[config.mk]
export PLATFORM = sky130hd
export DESIGN_NAME = vfdom_top
export DESIGN_NICKNAME = d
export VERILOG_FILES = /design/src/rtl/vfdom_pkg.sv /design/src/rtl/vfdom_map_if.sv /design/src/rtl/vfdom_map_ram.sv /design/src/rtl/vfdom_fil_gen.sv /design/src/rtl/vfdom_top.sv
export VERILOG_INCLUDE_DIRS = /design/src /design/src/rtl
export SDC_FILE = /design/constraint.sdc
export NUM_CORES = 2
export LEC_CHECK = 0
export BUFFER_PORTS_ARGS = -buffer_cell sky130_fd_sc_hd__buf_2
export CAP_MARGIN = 40
export CORE_MARGIN = 1
export CORE_UTILIZATION = 58
export DETAILED_ROUTE_END_ITERATION = 6
export PLACE_DENSITY = 0.77
export SKIP_LAST_GASP = 1
export SYNTH_ARGS = -nofsm -noshare
export SYNTH_HDL_FRONTEND = slang
export SYNTH_SLANG_ARGS = --single-unit
[constraint.sdc]
create_clock -name ref_clk_in -period 3.4 [get_ports ref_clk_in]
set_input_delay 0.34 -clock ref_clk_in [delete_from_list [all_inputs] [get_ports ref_clk_in]]
set_output_delay 0.34 -clock ref_clk_in [all_outputs]
set_load 0.1 [all_outputs]
[src/rtl/vfdom_defines.svh]
// Constants for the output map port and the filament bridge generator
// Contract
// - Reset loads map 0x00-0x27 with codes 0-39, and 0x72-0x79 with 127.
// - Reset loads map 0x28-0x4B with consecutive codes 48 to 83.
// - Reset loads map 0x4C-0x6F with consecutive codes 84 to 119.
// - Reset loads map 0x70 with code 124 and 0x71 with code 125.
// - Write to 0x06 with bit 7 set loads the pointer from bits 6:0.
// - The map pointer is zero after reset.
// - Write to 0x06 with bit 7 clear stores seven bits, then advances pointer.
// - Read at 0x86 returns bit 7 zero plus pointed data, then advances pointer.
// - Both legs low for 199 minus on-count ticks at period start and end.
// - Second interval drives leg B high, leg A low, for on-count ticks.
// - Fourth interval drives leg A high, leg B low, for on-count ticks.
// - On-count is an 8-bit write to 0x09, valid from 1 to 199.
// - Bits 1:0 at 0x0A: 00 drives leg A pin 0 (reset), 01 drives 1.
// - Code 10 makes the pin show the blink phase, 0 first, 1 second.
// - Code 11 gives the leg A waveform, forced low in shutdown.
// - Register 0x0B configures leg B pin alike; code 11 gives leg B waveform.
// - Codes 0-47 select grids, 124 lower cursor, 126 and 127 do nothing.
`ifndef VFDOM_DEFINES_SVH
`define VFDOM_DEFINES_SVH

// Command addresses, bit 7 of the address selects read
`define CMD_READ_BIT 7
`define REG_OUTPUT_MAP_PORT 7'h06
`define REG_FILAMENT_DUTY 7'h09
`define REG_FIRST_PHASE_CFG 7'h0A
`define REG_SECOND_PHASE_CFG 7'h0B

// Map port fields and limits
`define MAP_PTR_LOAD_BIT 7
`define MAP_LAST 7'h79
`define MAP_GRID_END 7'h27
`define MAP_SEG_END 7'h6F
`define MAP_CURSOR_LO_ADDR 7'h70
`define MAP_CURSOR_HI_ADDR 7'h71
`define MAP_SEG_OFFSET 7'h08
`define CODE_GRID_LAST 7'h2F
`define CODE_CURSOR_LO 7'h7C
`define CODE_CURSOR_HI 7'h7D
`define CODE_NONE_FIRST 7'h7E
`define CODE_NO_ACTION 7'h7F

// Reset values
`define FIL_ON_RST 8'h01
`define PIN_CFG_RST 2'h0

// Filament timing, ticks of the internal oscillator
`define SYS_CLK_HZ 50000000
`define FIL_TICK_HZ 4000000
`define FIL_PERIOD_US 100
`define FIL_PERIOD_TICKS ((`FIL_PERIOD_US * `FIL_TICK_HZ) / 1000000)
`define FIL_ON_MIN 8'h01
`define FIL_ON_MAX 8'hC7
`define FIL_DEAD_TICKS 2
`define FIL_B_END 9'h0C7
`define FIL_A_START 9'h0C9

`endif

[src/rtl/vfdom_pkg.sv]
// Types shared by the output map and filament blocks
package vfdom_pkg;
	// Pin configuration codes for both bridge leg pins
	typedef enum logic [1:0] {
		PIN_LOW = 2'h0,
		PIN_HIGH = 2'h1,
		PIN_BLINK = 2'h2,
		PIN_FILAMENT = 2'h3
	} vfdom_pin_mode_t;

	// Map location index and map code
	typedef logic [6:0] vfdom_map_addr_t;
	typedef logic [6:0] vfdom_map_code_t;
endpackage

[src/rtl/vfdom_map_if.sv]
// Connection between the command decoder and the output map memory
`timescale 1ns/1ps
interface vfdom_map_if;
	logic wr_en;
	vfdom_pkg::vfdom_map_addr_t wr_addr;
	vfdom_pkg::vfdom_map_code_t wr_data;
	vfdom_pkg::vfdom_map_addr_t rd_addr;
	vfdom_pkg::vfdom_map_code_t rd_data;
	vfdom_pkg::vfdom_map_addr_t lk_addr;
	vfdom_pkg::vfdom_map_code_t lk_data;

	modport ctrl (output wr_en, wr_addr, wr_data, rd_addr, lk_addr, input rd_data, lk_data);
	modport mem (input wr_en, wr_addr, wr_data, rd_addr, lk_addr, output rd_data, lk_data);
endinterface

[src/rtl/vfdom_map_ram.sv]
// Output map memory with its reset contents
`timescale 1ns/1ps
`include "vfdom_defines.svh"
module vfdom_map_ram (
	// Clock and reset
	input logic ref_clk_in,
	input logic rstn_in,
	// Map access
	vfdom_map_if.mem bus
);
	localparam int DEPTH = 122;

	logic [6:0] mem_q [0:DEPTH-1];

	// Reset contents of one location
	function automatic logic [6:0] init_code(input logic [6:0] idx);
		if (idx <= `MAP_GRID_END) begin
			init_code = idx;
		end else if (idx <= `MAP_SEG_END) begin
			init_code = 7'(idx + `MAP_SEG_OFFSET);
		end else if (idx == `MAP_CURSOR_LO_ADDR) begin
			init_code = `CODE_CURSOR_LO;
		end else if (idx == `MAP_CURSOR_HI_ADDR) begin
			init_code = `CODE_CURSOR_HI;
		end else begin
			init_code = `CODE_NO_ACTION;
		end
	endfunction

	// Reset load and host writes; addresses past the end are dropped
	always_ff @(posedge ref_clk_in) begin
		if (!rstn_in) begin
			for (int i = 0; i < DEPTH; i++) begin
				mem_q[i] <= init_code(7'(i));
			end
		end else if (bus.wr_en && bus.wr_addr <= `MAP_LAST) begin
			mem_q[bus.wr_addr] <= bus.wr_data;
		end
	end

	// Read ports, unmapped locations read zero
	assign bus.rd_data = (bus.rd_addr <= `MAP_LAST) ? mem_q[bus.rd_addr] : 7'h00;
	assign bus.lk_data = (bus.lk_addr <= `MAP_LAST) ? mem_q[bus.lk_addr] : 7'h00;

	////////////////////////////////////////////////////////////////////////////
	// Checks on the reset contents
	chk_init_table: assert property (@(posedge ref_clk_in) $past(!rstn_in) && rstn_in |->
		mem_q[39] == 7'h27 && mem_q[40] == 7'h30 && mem_q[75] == 7'h53 && mem_q[76] == 7'h54 &&
		mem_q[111] == 7'h77 && mem_q[112] == 7'h7C && mem_q[113] == 7'h7D && mem_q[121] == 7'h7F)
		else $error("map reset contents wrong");
endmodule

[src/rtl/vfdom_fil_gen.sv]
// Filament full-bridge waveform generator
`timescale 1ns/1ps
`include "vfdom_defines.svh"
module vfdom_fil_gen (
	// Clock and reset
	input logic ref_clk_in,
	input logic rstn_in,
	// Programmed on-count
	input logic [7:0] on_count_in,
	// Raw bridge waveforms
	output logic leg_a_out,
	output logic leg_b_out
);
	localparam logic [25:0] TICK_STEP = 26'(`FIL_TICK_HZ);
	localparam logic [25:0] CLK_MOD = 26'(`SYS_CLK_HZ);
	localparam logic [8:0] PERIOD_LAST = 9'(`FIL_PERIOD_TICKS - 1);

	logic [25:0] acc_q;
	logic tick;
	logic [8:0] pos_q;
	logic [7:0] on_q;
	logic [7:0] on_clamp;
	logic [8:0] a_len;
	logic leg_a_q;
	logic leg_b_q;
	logic [7:0] hb_q;

	// Fractional divider giving an average 4 MHz oscillator tick
	assign tick = (acc_q + TICK_STEP) >= CLK_MOD;
	always_ff @(posedge ref_clk_in) begin
		if (!rstn_in) begin
			acc_q <= 26'h0000000;
		end else if (tick) begin
			acc_q <= 26'(acc_q + TICK_STEP - CLK_MOD);
		end else begin
			acc_q <= 26'(acc_q + TICK_STEP);
		end
	end

	// Out-of-range on-counts are held to the valid span
	always_comb begin
		if (on_count_in < `FIL_ON_MIN) begin
			on_clamp = `FIL_ON_MIN;
		end else if (on_count_in > `FIL_ON_MAX) begin
			on_clamp = `FIL_ON_MAX;
		end else begin
			on_clamp = on_count_in;
		end
	end

	// Period position, on-count sampled only at wrap
	always_ff @(posedge ref_clk_in) begin
		if (!rstn_in) begin
			pos_q <= 9'h000;
			on_q <= `FIL_ON_RST;
		end else if (tick) begin
			if (pos_q >= PERIOD_LAST) begin
				pos_q <= 9'h000;
				on_q <= on_clamp;
			end else begin
				pos_q <= 9'(pos_q + 9'h001);
			end
		end
	end

	// Intervals A, B, C, D, E laid out on the position
	assign a_len = 9'(`FIL_B_END - {1'b0, on_q});
	always_ff @(posedge ref_clk_in) begin
		if (!rstn_in) begin
			leg_a_q <= 1'b0;
			leg_b_q <= 1'b0;
		end else begin
			leg_b_q <= (pos_q >= a_len) && (pos_q < `FIL_B_END);
			leg_a_q <= (pos_q >= `FIL_A_START) && (pos_q < 9'(`FIL_A_START + {1'b0, on_q}));
		end
	end

	assign leg_a_out = leg_a_q;
	assign leg_b_out = leg_b_q;

	////////////////////////////////////////////////////////////////////////////
	// Helper: ticks counted while leg B is high
	always_ff @(posedge ref_clk_in) begin
		if (!rstn_in || !leg_b_q) begin
			hb_q <= 8'h00;
		end else if (tick) begin
			hb_q <= 8'(hb_q + 8'h01);
		end
	end

	chk_period_wrap: assert property (@(posedge ref_clk_in) disable iff (!rstn_in)
		pos_q <= PERIOD_LAST and (tick && pos_q == PERIOD_LAST |=> pos_q == 9'h000))
		else $error("filament period not 400 ticks");
	chk_on_latch: assert property (@(posedge ref_clk_in) disable iff (!rstn_in)
		$changed(on_q) |-> $past(tick) && $past(pos_q) == PERIOD_LAST)
		else $error("on-count changed mid period");
	chk_lead_low: assert property (@(posedge ref_clk_in) disable iff (!rstn_in)
		$rose(leg_b_q) |-> $past(pos_q) == 9'(`FIL_B_END - {1'b0, on_q}))
		else $error("leading low interval wrong");
	chk_b_width: assert property (@(posedge ref_clk_in) disable iff (!rstn_in)
		$fell(leg_b_q) |-> $past(hb_q) == on_q || hb_q == on_q)
		else $error("leg B width differs from on-count");
	chk_dead_time: assert property (@(posedge ref_clk_in) disable iff (!rstn_in)
		!(leg_a_q && leg_b_q) and ($fell(leg_b_q) |-> $past(pos_q) == `FIL_B_END) and
		($rose(leg_a_q) |-> $past(pos_q) == `FIL_A_START))
		else $error("dead time broken");
	chk_a_drive: assert property (@(posedge ref_clk_in) disable iff (!rstn_in)
		$rose(leg_a_q) |=> leg_a_q && !leg_b_q)
		else $error("leg A interval wrong");
	cov_period_end: cover property (@(posedge ref_clk_in) disable iff (!rstn_in) tick && pos_q == PERIOD_LAST);
	cov_leg_a: cover property (@(posedge ref_clk_in) disable iff (!rstn_in) $fell(leg_a_q));
endmodule

[src/rtl/vfdom_top.sv]
// Output map command port and filament bridge pin drive
`timescale 1ns/1ps
`include "vfdom_defines.svh"
module vfdom_top (
	// Clock and reset
	input logic ref_clk_in,
	input logic rstn_in,
	// Command port
	input logic cmd_valid_in,
	input logic [7:0] cmd_addr_in,
	input logic [7:0] cmd_data_in,
	output logic rd_valid_out,
	output logic [7:0] rd_data_out,
	// Device state
	input logic shutdown_in,
	input logic blink_phase_in,
	// Map lookup for the display shifter
	input logic [6:0] map_lookup_addr_in,
	output logic [6:0] map_lookup_code_out,
	output logic map_lookup_grid_out,
	output logic map_lookup_cursor_out,
	output logic map_lookup_none_out,
	// Bridge pins
	output logic bridge_leg_a_out,
	output logic bridge_leg_b_out
);
	vfdom_map_if map_bus ();

	logic cmd_wr;
	logic cmd_rd;
	logic [6:0] cmd_reg;
	logic map_ptr_load;
	logic map_wr;
	logic map_rd;
	logic [6:0] ptr_q;
	logic [7:0] filament_on_count_q;
	vfdom_pkg::vfdom_pin_mode_t leg_a_cfg_q;
	vfdom_pkg::vfdom_pin_mode_t leg_b_cfg_q;
	logic rd_valid_q;
	logic [7:0] rd_data_q;
	logic fil_a;
	logic fil_b;
	logic leg_a_q;
	logic leg_b_q;
	logic [6:0] lk_code_q;
	logic lk_grid_q;
	logic lk_cursor_q;
	logic lk_none_q;

	////////////////////////////////////////////////////////////////////////////
	// Pointer advance, wrapping past the last location
	function automatic logic [6:0] next_ptr(input logic [6:0] p);
		next_ptr = (p >= `MAP_LAST) ? 7'h00 : 7'(p + 7'h01);
	endfunction

	// Pin level for a configuration code
	function automatic logic pin_level(input vfdom_pkg::vfdom_pin_mode_t mode, input logic blink,
		input logic wave, input logic sd);
		case (mode)
			vfdom_pkg::PIN_LOW: pin_level = 1'b0;
			vfdom_pkg::PIN_HIGH: pin_level = 1'b1;
			vfdom_pkg::PIN_BLINK: pin_level = blink;
			vfdom_pkg::PIN_FILAMENT: pin_level = wave && !sd;
			default: pin_level = 1'b0;
		endcase
	endfunction

	////////////////////////////////////////////////////////////////////////////
	// Command decode
	assign cmd_wr = cmd_valid_in && !cmd_addr_in[`CMD_READ_BIT];
	assign cmd_rd = cmd_valid_in && cmd_addr_in[`CMD_READ_BIT];
	assign cmd_reg = cmd_addr_in[6:0];
	assign map_ptr_load = cmd_wr && cmd_reg == `REG_OUTPUT_MAP_PORT && cmd_data_in[`MAP_PTR_LOAD_BIT];
	assign map_wr = cmd_wr && cmd_reg == `REG_OUTPUT_MAP_PORT && !cmd_data_in[`MAP_PTR_LOAD_BIT];
	assign map_rd = cmd_rd && cmd_reg == `REG_OUTPUT_MAP_PORT;

	// Map pointer
	always_ff @(posedge ref_clk_in) begin
		if (!rstn_in) begin
			ptr_q <= 7'h00;
		end else if (map_ptr_load) begin
			ptr_q <= cmd_data_in[6:0];
		end else if (map_wr || map_rd) begin
			ptr_q <= next_ptr(ptr_q);
		end
	end

	// Map memory connection
	assign map_bus.wr_en = map_wr;
	assign map_bus.wr_addr = ptr_q;
	assign map_bus.wr_data = cmd_data_in[6:0];
	assign map_bus.rd_addr = ptr_q;
	assign map_bus.lk_addr = map_lookup_addr_in;

	vfdom_map_ram u_map_ram (
		.ref_clk_in(ref_clk_in),
		.rstn_in(rstn_in),
		.bus(map_bus.mem)
	);

	////////////////////////////////////////////////////////////////////////////
	// Filament on-count and pin configuration registers
	always_ff @(posedge ref_clk_in) begin
		if (!rstn_in) begin
			filament_on_count_q <= `FIL_ON_RST;
		end else if (cmd_wr && cmd_reg == `REG_FILAMENT_DUTY) begin
			filament_on_count_q <= cmd_data_in;
		end
	end

	always_ff @(posedge ref_clk_in) begin
		if (!rstn_in) begin
			leg_a_cfg_q <= vfdom_pkg::vfdom_pin_mode_t'(`PIN_CFG_RST);
			leg_b_cfg_q <= vfdom_pkg::vfdom_pin_mode_t'(`PIN_CFG_RST);
		end else if (cmd_wr && cmd_reg == `REG_FIRST_PHASE_CFG) begin
			leg_a_cfg_q <= vfdom_pkg::vfdom_pin_mode_t'(cmd_data_in[1:0]);
		end else if (cmd_wr && cmd_reg == `REG_SECOND_PHASE_CFG) begin
			leg_b_cfg_q <= vfdom_pkg::vfdom_pin_mode_t'(cmd_data_in[1:0]);
		end
	end

	////////////////////////////////////////////////////////////////////////////
	// Read answers, one cycle after the command; unmapped reads give zero
	always_ff @(posedge ref_clk_in) begin
		if (!rstn_in) begin
			rd_valid_q <= 1'b0;
			rd_data_q <= 8'h00;
		end else begin
			rd_valid_q <= cmd_rd;
			if (cmd_rd) begin
				case (cmd_reg)
					`REG_OUTPUT_MAP_PORT: rd_data_q <= {1'b0, map_bus.rd_data};
					`REG_FILAMENT_DUTY: rd_data_q <= filament_on_count_q;
					`REG_FIRST_PHASE_CFG: rd_data_q <= {6'h00, leg_a_cfg_q};
					`REG_SECOND_PHASE_CFG: rd_data_q <= {6'h00, leg_b_cfg_q};
					default: rd_data_q <= 8'h00;
				endcase
			end
		end
	end

	assign rd_valid_out = rd_valid_q;
	assign rd_data_out = rd_data_q;

	////////////////////////////////////////////////////////////////////////////
	// Waveform generator
	vfdom_fil_gen u_fil_gen (
		.ref_clk_in(ref_clk_in),
		.rstn_in(rstn_in),
		.on_count_in(filament_on_count_q),
		.leg_a_out(fil_a),
		.leg_b_out(fil_b)
	);

	// Pin drive per configuration
	always_ff @(posedge ref_clk_in) begin
		if (!rstn_in) begin
			leg_a_q <= 1'b0;
			leg_b_q <= 1'b0;
		end else begin
			leg_a_q <= pin_level(leg_a_cfg_q, blink_phase_in, fil_a, shutdown_in);
			leg_b_q <= pin_level(leg_b_cfg_q, blink_phase_in, fil_b, shutdown_in);
		end
	end

	assign bridge_leg_a_out = leg_a_q;
	assign bridge_leg_b_out = leg_b_q;

	////////////////////////////////////////////////////////////////////////////
	// Lookup code and its class for the shifter
	always_ff @(posedge ref_clk_in) begin
		if (!rstn_in) begin
			lk_code_q <= 7'h00;
			lk_grid_q <= 1'b0;
			lk_cursor_q <= 1'b0;
			lk_none_q <= 1'b0;
		end else begin
			lk_code_q <= map_bus.lk_data;
			lk_grid_q <= map_bus.lk_data <= `CODE_GRID_LAST;
			lk_cursor_q <= map_bus.lk_data == `CODE_CURSOR_LO || map_bus.lk_data == `CODE_CURSOR_HI;
			lk_none_q <= map_bus.lk_data >= `CODE_NONE_FIRST;
		end
	end

	assign map_lookup_code_out = lk_code_q;
	assign map_lookup_grid_out = lk_grid_q;
	assign map_lookup_cursor_out = lk_cursor_q;
	assign map_lookup_none_out = lk_none_q;

	////////////////////////////////////////////////////////////////////////////
	// Checks
	chk_ptr_load: assert property (@(posedge ref_clk_in) disable iff (!rstn_in)
		map_ptr_load |=> ptr_q == $past(cmd_data_in[6:0]))
		else $error("pointer not loaded");
	chk_ptr_reset: assert property (@(posedge ref_clk_in)
		$past(!rstn_in) && rstn_in |-> ptr_q == 7'h00)
		else $error("pointer not zero after reset");
	chk_write_adv: assert property (@(posedge ref_clk_in) disable iff (!rstn_in)
		map_wr && ptr_q < `MAP_LAST |=> ptr_q == 7'($past(ptr_q) + 7'h01) &&
		u_map_ram.mem_q[$past(ptr_q)] == $past(cmd_data_in[6:0]))
		else $error("map write or advance wrong");
	chk_read_answer: assert property (@(posedge ref_clk_in) disable iff (!rstn_in)
		map_rd |=> rd_valid_out && rd_data_out == {1'b0, $past(map_bus.rd_data)} && ptr_q != $past(ptr_q))
		else $error("map read answer wrong");
	chk_ptr_wrap: assert property (@(posedge ref_clk_in) disable iff (!rstn_in)
		(map_wr || map_rd) && ptr_q == `MAP_LAST |=> ptr_q == 7'h00)
		else $error("pointer did not wrap");
	chk_duty_write: assert property (@(posedge ref_clk_in) disable iff (!rstn_in)
		cmd_wr && cmd_reg == `REG_FILAMENT_DUTY |=> filament_on_count_q == $past(cmd_data_in))
		else $error("on-count not stored");
	chk_static_pin: assert property (@(posedge ref_clk_in) disable iff (!rstn_in)
		leg_a_cfg_q == vfdom_pkg::PIN_HIGH ##1 leg_a_cfg_q == vfdom_pkg::PIN_HIGH |-> bridge_leg_a_out)
		else $error("leg A static level wrong");
	chk_blink_pin: assert property (@(posedge ref_clk_in) disable iff (!rstn_in)
		leg_a_cfg_q == vfdom_pkg::PIN_BLINK |=> bridge_leg_a_out == $past(blink_phase_in))
		else $error("blink phase not shown");
	chk_shutdown_low: assert property (@(posedge ref_clk_in) disable iff (!rstn_in)
		shutdown_in && leg_a_cfg_q == vfdom_pkg::PIN_FILAMENT |=> !bridge_leg_a_out)
		else $error("leg A driven in shutdown");
	chk_leg_b_wave: assert property (@(posedge ref_clk_in) disable iff (!rstn_in)
		leg_b_cfg_q == vfdom_pkg::PIN_FILAMENT |=> bridge_leg_b_out == ($past(fil_b) && !$past(shutdown_in)))
		else $error("leg B waveform wrong");
	chk_lookup_class: assert property (@(posedge ref_clk_in) disable iff (!rstn_in)
		1'b1 |=> map_lookup_none_out == ($past(map_bus.lk_data) >= `CODE_NONE_FIRST) &&
		map_lookup_grid_out == ($past(map_bus.lk_data) < 7'h30))
		else $error("lookup class wrong");
	cov_ptr_wrap: cover property (@(posedge ref_clk_in) disable iff (!rstn_in) map_wr && ptr_q == `MAP_LAST);
	cov_map_read: cover property (@(posedge ref_clk_in) disable iff (!rstn_in) map_rd ##1 map_rd);
	cov_fil_shutdown: cover property (@(posedge ref_clk_in) disable iff (!rstn_in)
		leg_a_cfg_q == vfdom_pkg::PIN_FILAMENT && shutdown_in && fil_a);
endmodule

==> impl_metrics.tcl <==
set metrics [dict create \
    drv_cap 0 \
    synth.area.top_cells "edfxtp_1, mux4_2, dfxtp_1" \
    hold-worst-slack_ns 0.03365 \
    antenna_found_initial 11 \
    cts-root-buf "clkbuf_16" \
    pwr-share-clk_pct 40.5 \
    pin_count 49 \
    portBuffers 48 \
    yosysSeqAreaShare_pct 54.25 \
    hold_path_startpoint "blink_phase_in" \
    filler_cell_count 6186 \
    violations "design-rule violations" \
    numClockSinks 981 \
    drive_above_1_share_pct 28.11 \
    synth_top_area_cell "edfxtp_1" \
    path_delay_family "multiplexers" \
    fin_tns_setup_ns 0 \
    post_drt_wl_per_cell_um 32.30 \
    p_per_area_mw_per_mm2 456.6 \
    grt_usage_pct 36.87 \
    vias 38040 \
    final_util_pct 66.04 \
    worst_slew_pin_slew_ns 0.9052 \
    grt_overflow 0 \
    power_switching_mw 6.617 \
    die_w_um 303.5 \
    critPathKind "register to register" \
    initial_core_util_pct 58.59 \
    area_delta_synth_final_pct 12.73 \
    drc 1 \
    path_buf_inv 2 \
    power_frac_comb_pct 9.1 \
    gp_congestion 1.007 \
    min_period_ns 3.342 \
    ir_drop_mv 0.3782 \
    seq_power_share_pct 50.4 \
    ys_ff_latch 981 \
    clk_pin_slew_ns 0.06 \
    avgSynthCellArea_sq_um 13.83 \
    cts_tree "yes" \
    die-area_sq_mm 0.09213 \
    drt_first_pass_iters 7 \
    slowest_delay_ns 0.66 \
    layout_commonest_cell "edfxtp_1" \
    async_reset_ff_share_pct 0 \
    syn_inst 3812 \
    rsz0062_at_grt "no" \
    drtAntennaViolNets 0 \
    yosysWarnings 0 \
    final-max-slew-violation-count 0 \
    p_leak_nw 18.20 \
    min_path_type "primary input to register" \
    critPathCaptureType "register" \
    fin_crit_sh_pct 98.30 \
    crit_fanout 39 \
    grt_pass1_wl_um 245000 \
    cts_max_path_buffers 3 \
    setup_violations 0 \
    routed_wl_um 168100 \
    swShare_pct 24.38 \
    hpwl_um 112600 \
    drt_iter0_drc 5803 \
    grt_pass1_vias 37210 \
    fmax_ghz 0.2992 \
    status "finished with violations" \
    synth.distinct_cells 79 \
    finClkSkew_ns 0.02944 \
    multi_input_area_sq_mm 0.02235 \
    h-tree-depth 3 \
    postSynth.topFlopCell "edfxtp_1" \
    nets 3998 \
    cp_cell_sequence "buf_16 > buf_4 > mux4_2 > mux4_2 > mux4_2 > mux2i_1 > o22ai_1" \
    cts_buffers 101 \
    cp_slowest_cell "mux4_2" \
    routed_via_density 7.310 \
    hold_violations 0 \
    ff_latch_area_sq_mm 0.02862 \
    core-area_sq_mm 0.09001 \
    rows 110 \
    start_kind "register" \
    p_int_mw 20.52 \
    arrival_ns 3.90 \
    final_cell_mix "edfxtp_1, mux4_2, buf_4, nand2_1, nor3_1" \
    grt_max_degree 132 \
    clk_latency_ns 0.70 \
    die_h_um 303.5 \
    synth_edf_count 896 \
    maxSlewHeadroom_pct 39.65 \
    crit_top_cell "mux4_2" \
    synth_top_area_share_pct 51.02 \
    syn_area_sq_mm 0.05273 \
    crit_required_ns 3.96 \
]
cell usage after synthesis (11+ instances only):
cell type and number:
or3_1 250, and2_1 139, nor3_1 267, o21ai_0 153, buf_4 11, inv_1 22
clkbuf_1 333, nand2_1 281, buf_6 20, buf_1 33, edfxtp_1 896, a211oi_1 14
xnor2_1 28, buf_2 29, mux4_2 501, nand3_1 66, dfxtp_1 85, nor2_1 203
xor2_1 19, o22ai_1 22, mux2i_1 104, ha_1 29, o221ai_1 29, nor2b_1 16
a21oi_1 74, and3_1 40
cell families after synthesis:
group	count (synthesis)	share of synthesized area [%]
AOI/OAI and AO/OA	365	4.297
xor gates and xnor gates	47	0.7806
adders and majority gates	29	0.6881
buffers and inverters	453	3.678
DFF	981	54.25
muxes	615	23.58
other	1	0.007111
and+or+nand+nor	1321	12.72
path summary, 6_finish.rpt:
path                                  to  cells past startpoint  slack, ns
max          rd_data_out[0]$_SDFFE_PN0P_                      7       0.06
min          bridge_leg_b_out$_SDFF_PN0_                      5       0.03
max reg2reg  rd_data_out[0]$_SDFFE_PN0P_                      7       0.06
min reg2reg  rd_data_out[7]$_SDFFE_PN0P_                      2       0.46
registers in the layout, summed over array words and instances, names as in the netlist, 2 cells and up, named ones only:
name,count
filament_on_count_q,8
u_fil_gen.pos_q,9
u_map_ram.mem_q,896
leg_a_cfg_q,2
map_lookup_code_out,7
u_fil_gen.acc_q,19
rd_data_out,8
leg_b_cfg_q,2
map_bus.rd_addr,7
u_fil_gen.on_q,8
repair_timing:
action / CTS / global route
hold buffers: 3 / 0
endpoints found under the setup margin: 0 / 4
hold endpoints to repair: 2 / 0
buffers inserted: 0 / 0
gates resized for setup: 0 / 3
through the flow:
stage	area (sq um)	instances	worst slack [ns]	power, mW
after CTS	59420	5200	0.1095	27.05
after global placement	56170	5010	0.09641	16.24
after floorplan	52840	3839	0.09023	15.27
after detailed placement	56200	5011	0.06798	16.30
final	59450	5204	0.05783	27.14
after global routing	59440	5200	0.002069	27.68
layout make-up:
class / instances / area share (%)
sequential: 981 / 48.15
tap: 1176 / 2.475
multi-input combinational: 2405 / 37.60
timing repair buffer: 426 / 6.211
clock buffer: 124 / 4.574
inverter: 26 / 0.1810
clock inverter: 62 / 0.7977
antenna: 4 / 0.01684
power by group through the flow:
stage	registers, mW	logic (mW)	clock network, mW
after floorplan	13.9	1.38	0
after global placement	13.9	2.35	0
after detailed placement	13.9	2.39	0
after CTS	13.7	2.40	11.0
after global routing	13.7	2.55	11.4
final	13.7	2.48	11.0
per-layer routing:
| metal | global-route usage [%] | share of wire (%) | vias to the layer above |
|---|---|---|---|
| li1 | - | - | 15220 |
| met1 | 47.37 | 34 | 19020 |
| met2 | 55.77 | 46 | 3186 |
| met3 | 12.39 | 15 | 605 |
| met4 | 19.65 | 5.9 | 12 |
| met5 | 0 | 0.055 | - |
worst reg2reg max path, cell delays in order, from the launching register on:
cell and delay, ns:
dfxtp_4 0.41, buf_16 0.30, buf_4 0.32, mux4_2 0.67, mux4_2 0.49, mux4_2 0.55
mux2i_1 0.33, o22ai_1 0.12
No activity file was read; power rests on OpenSTA's default activity.
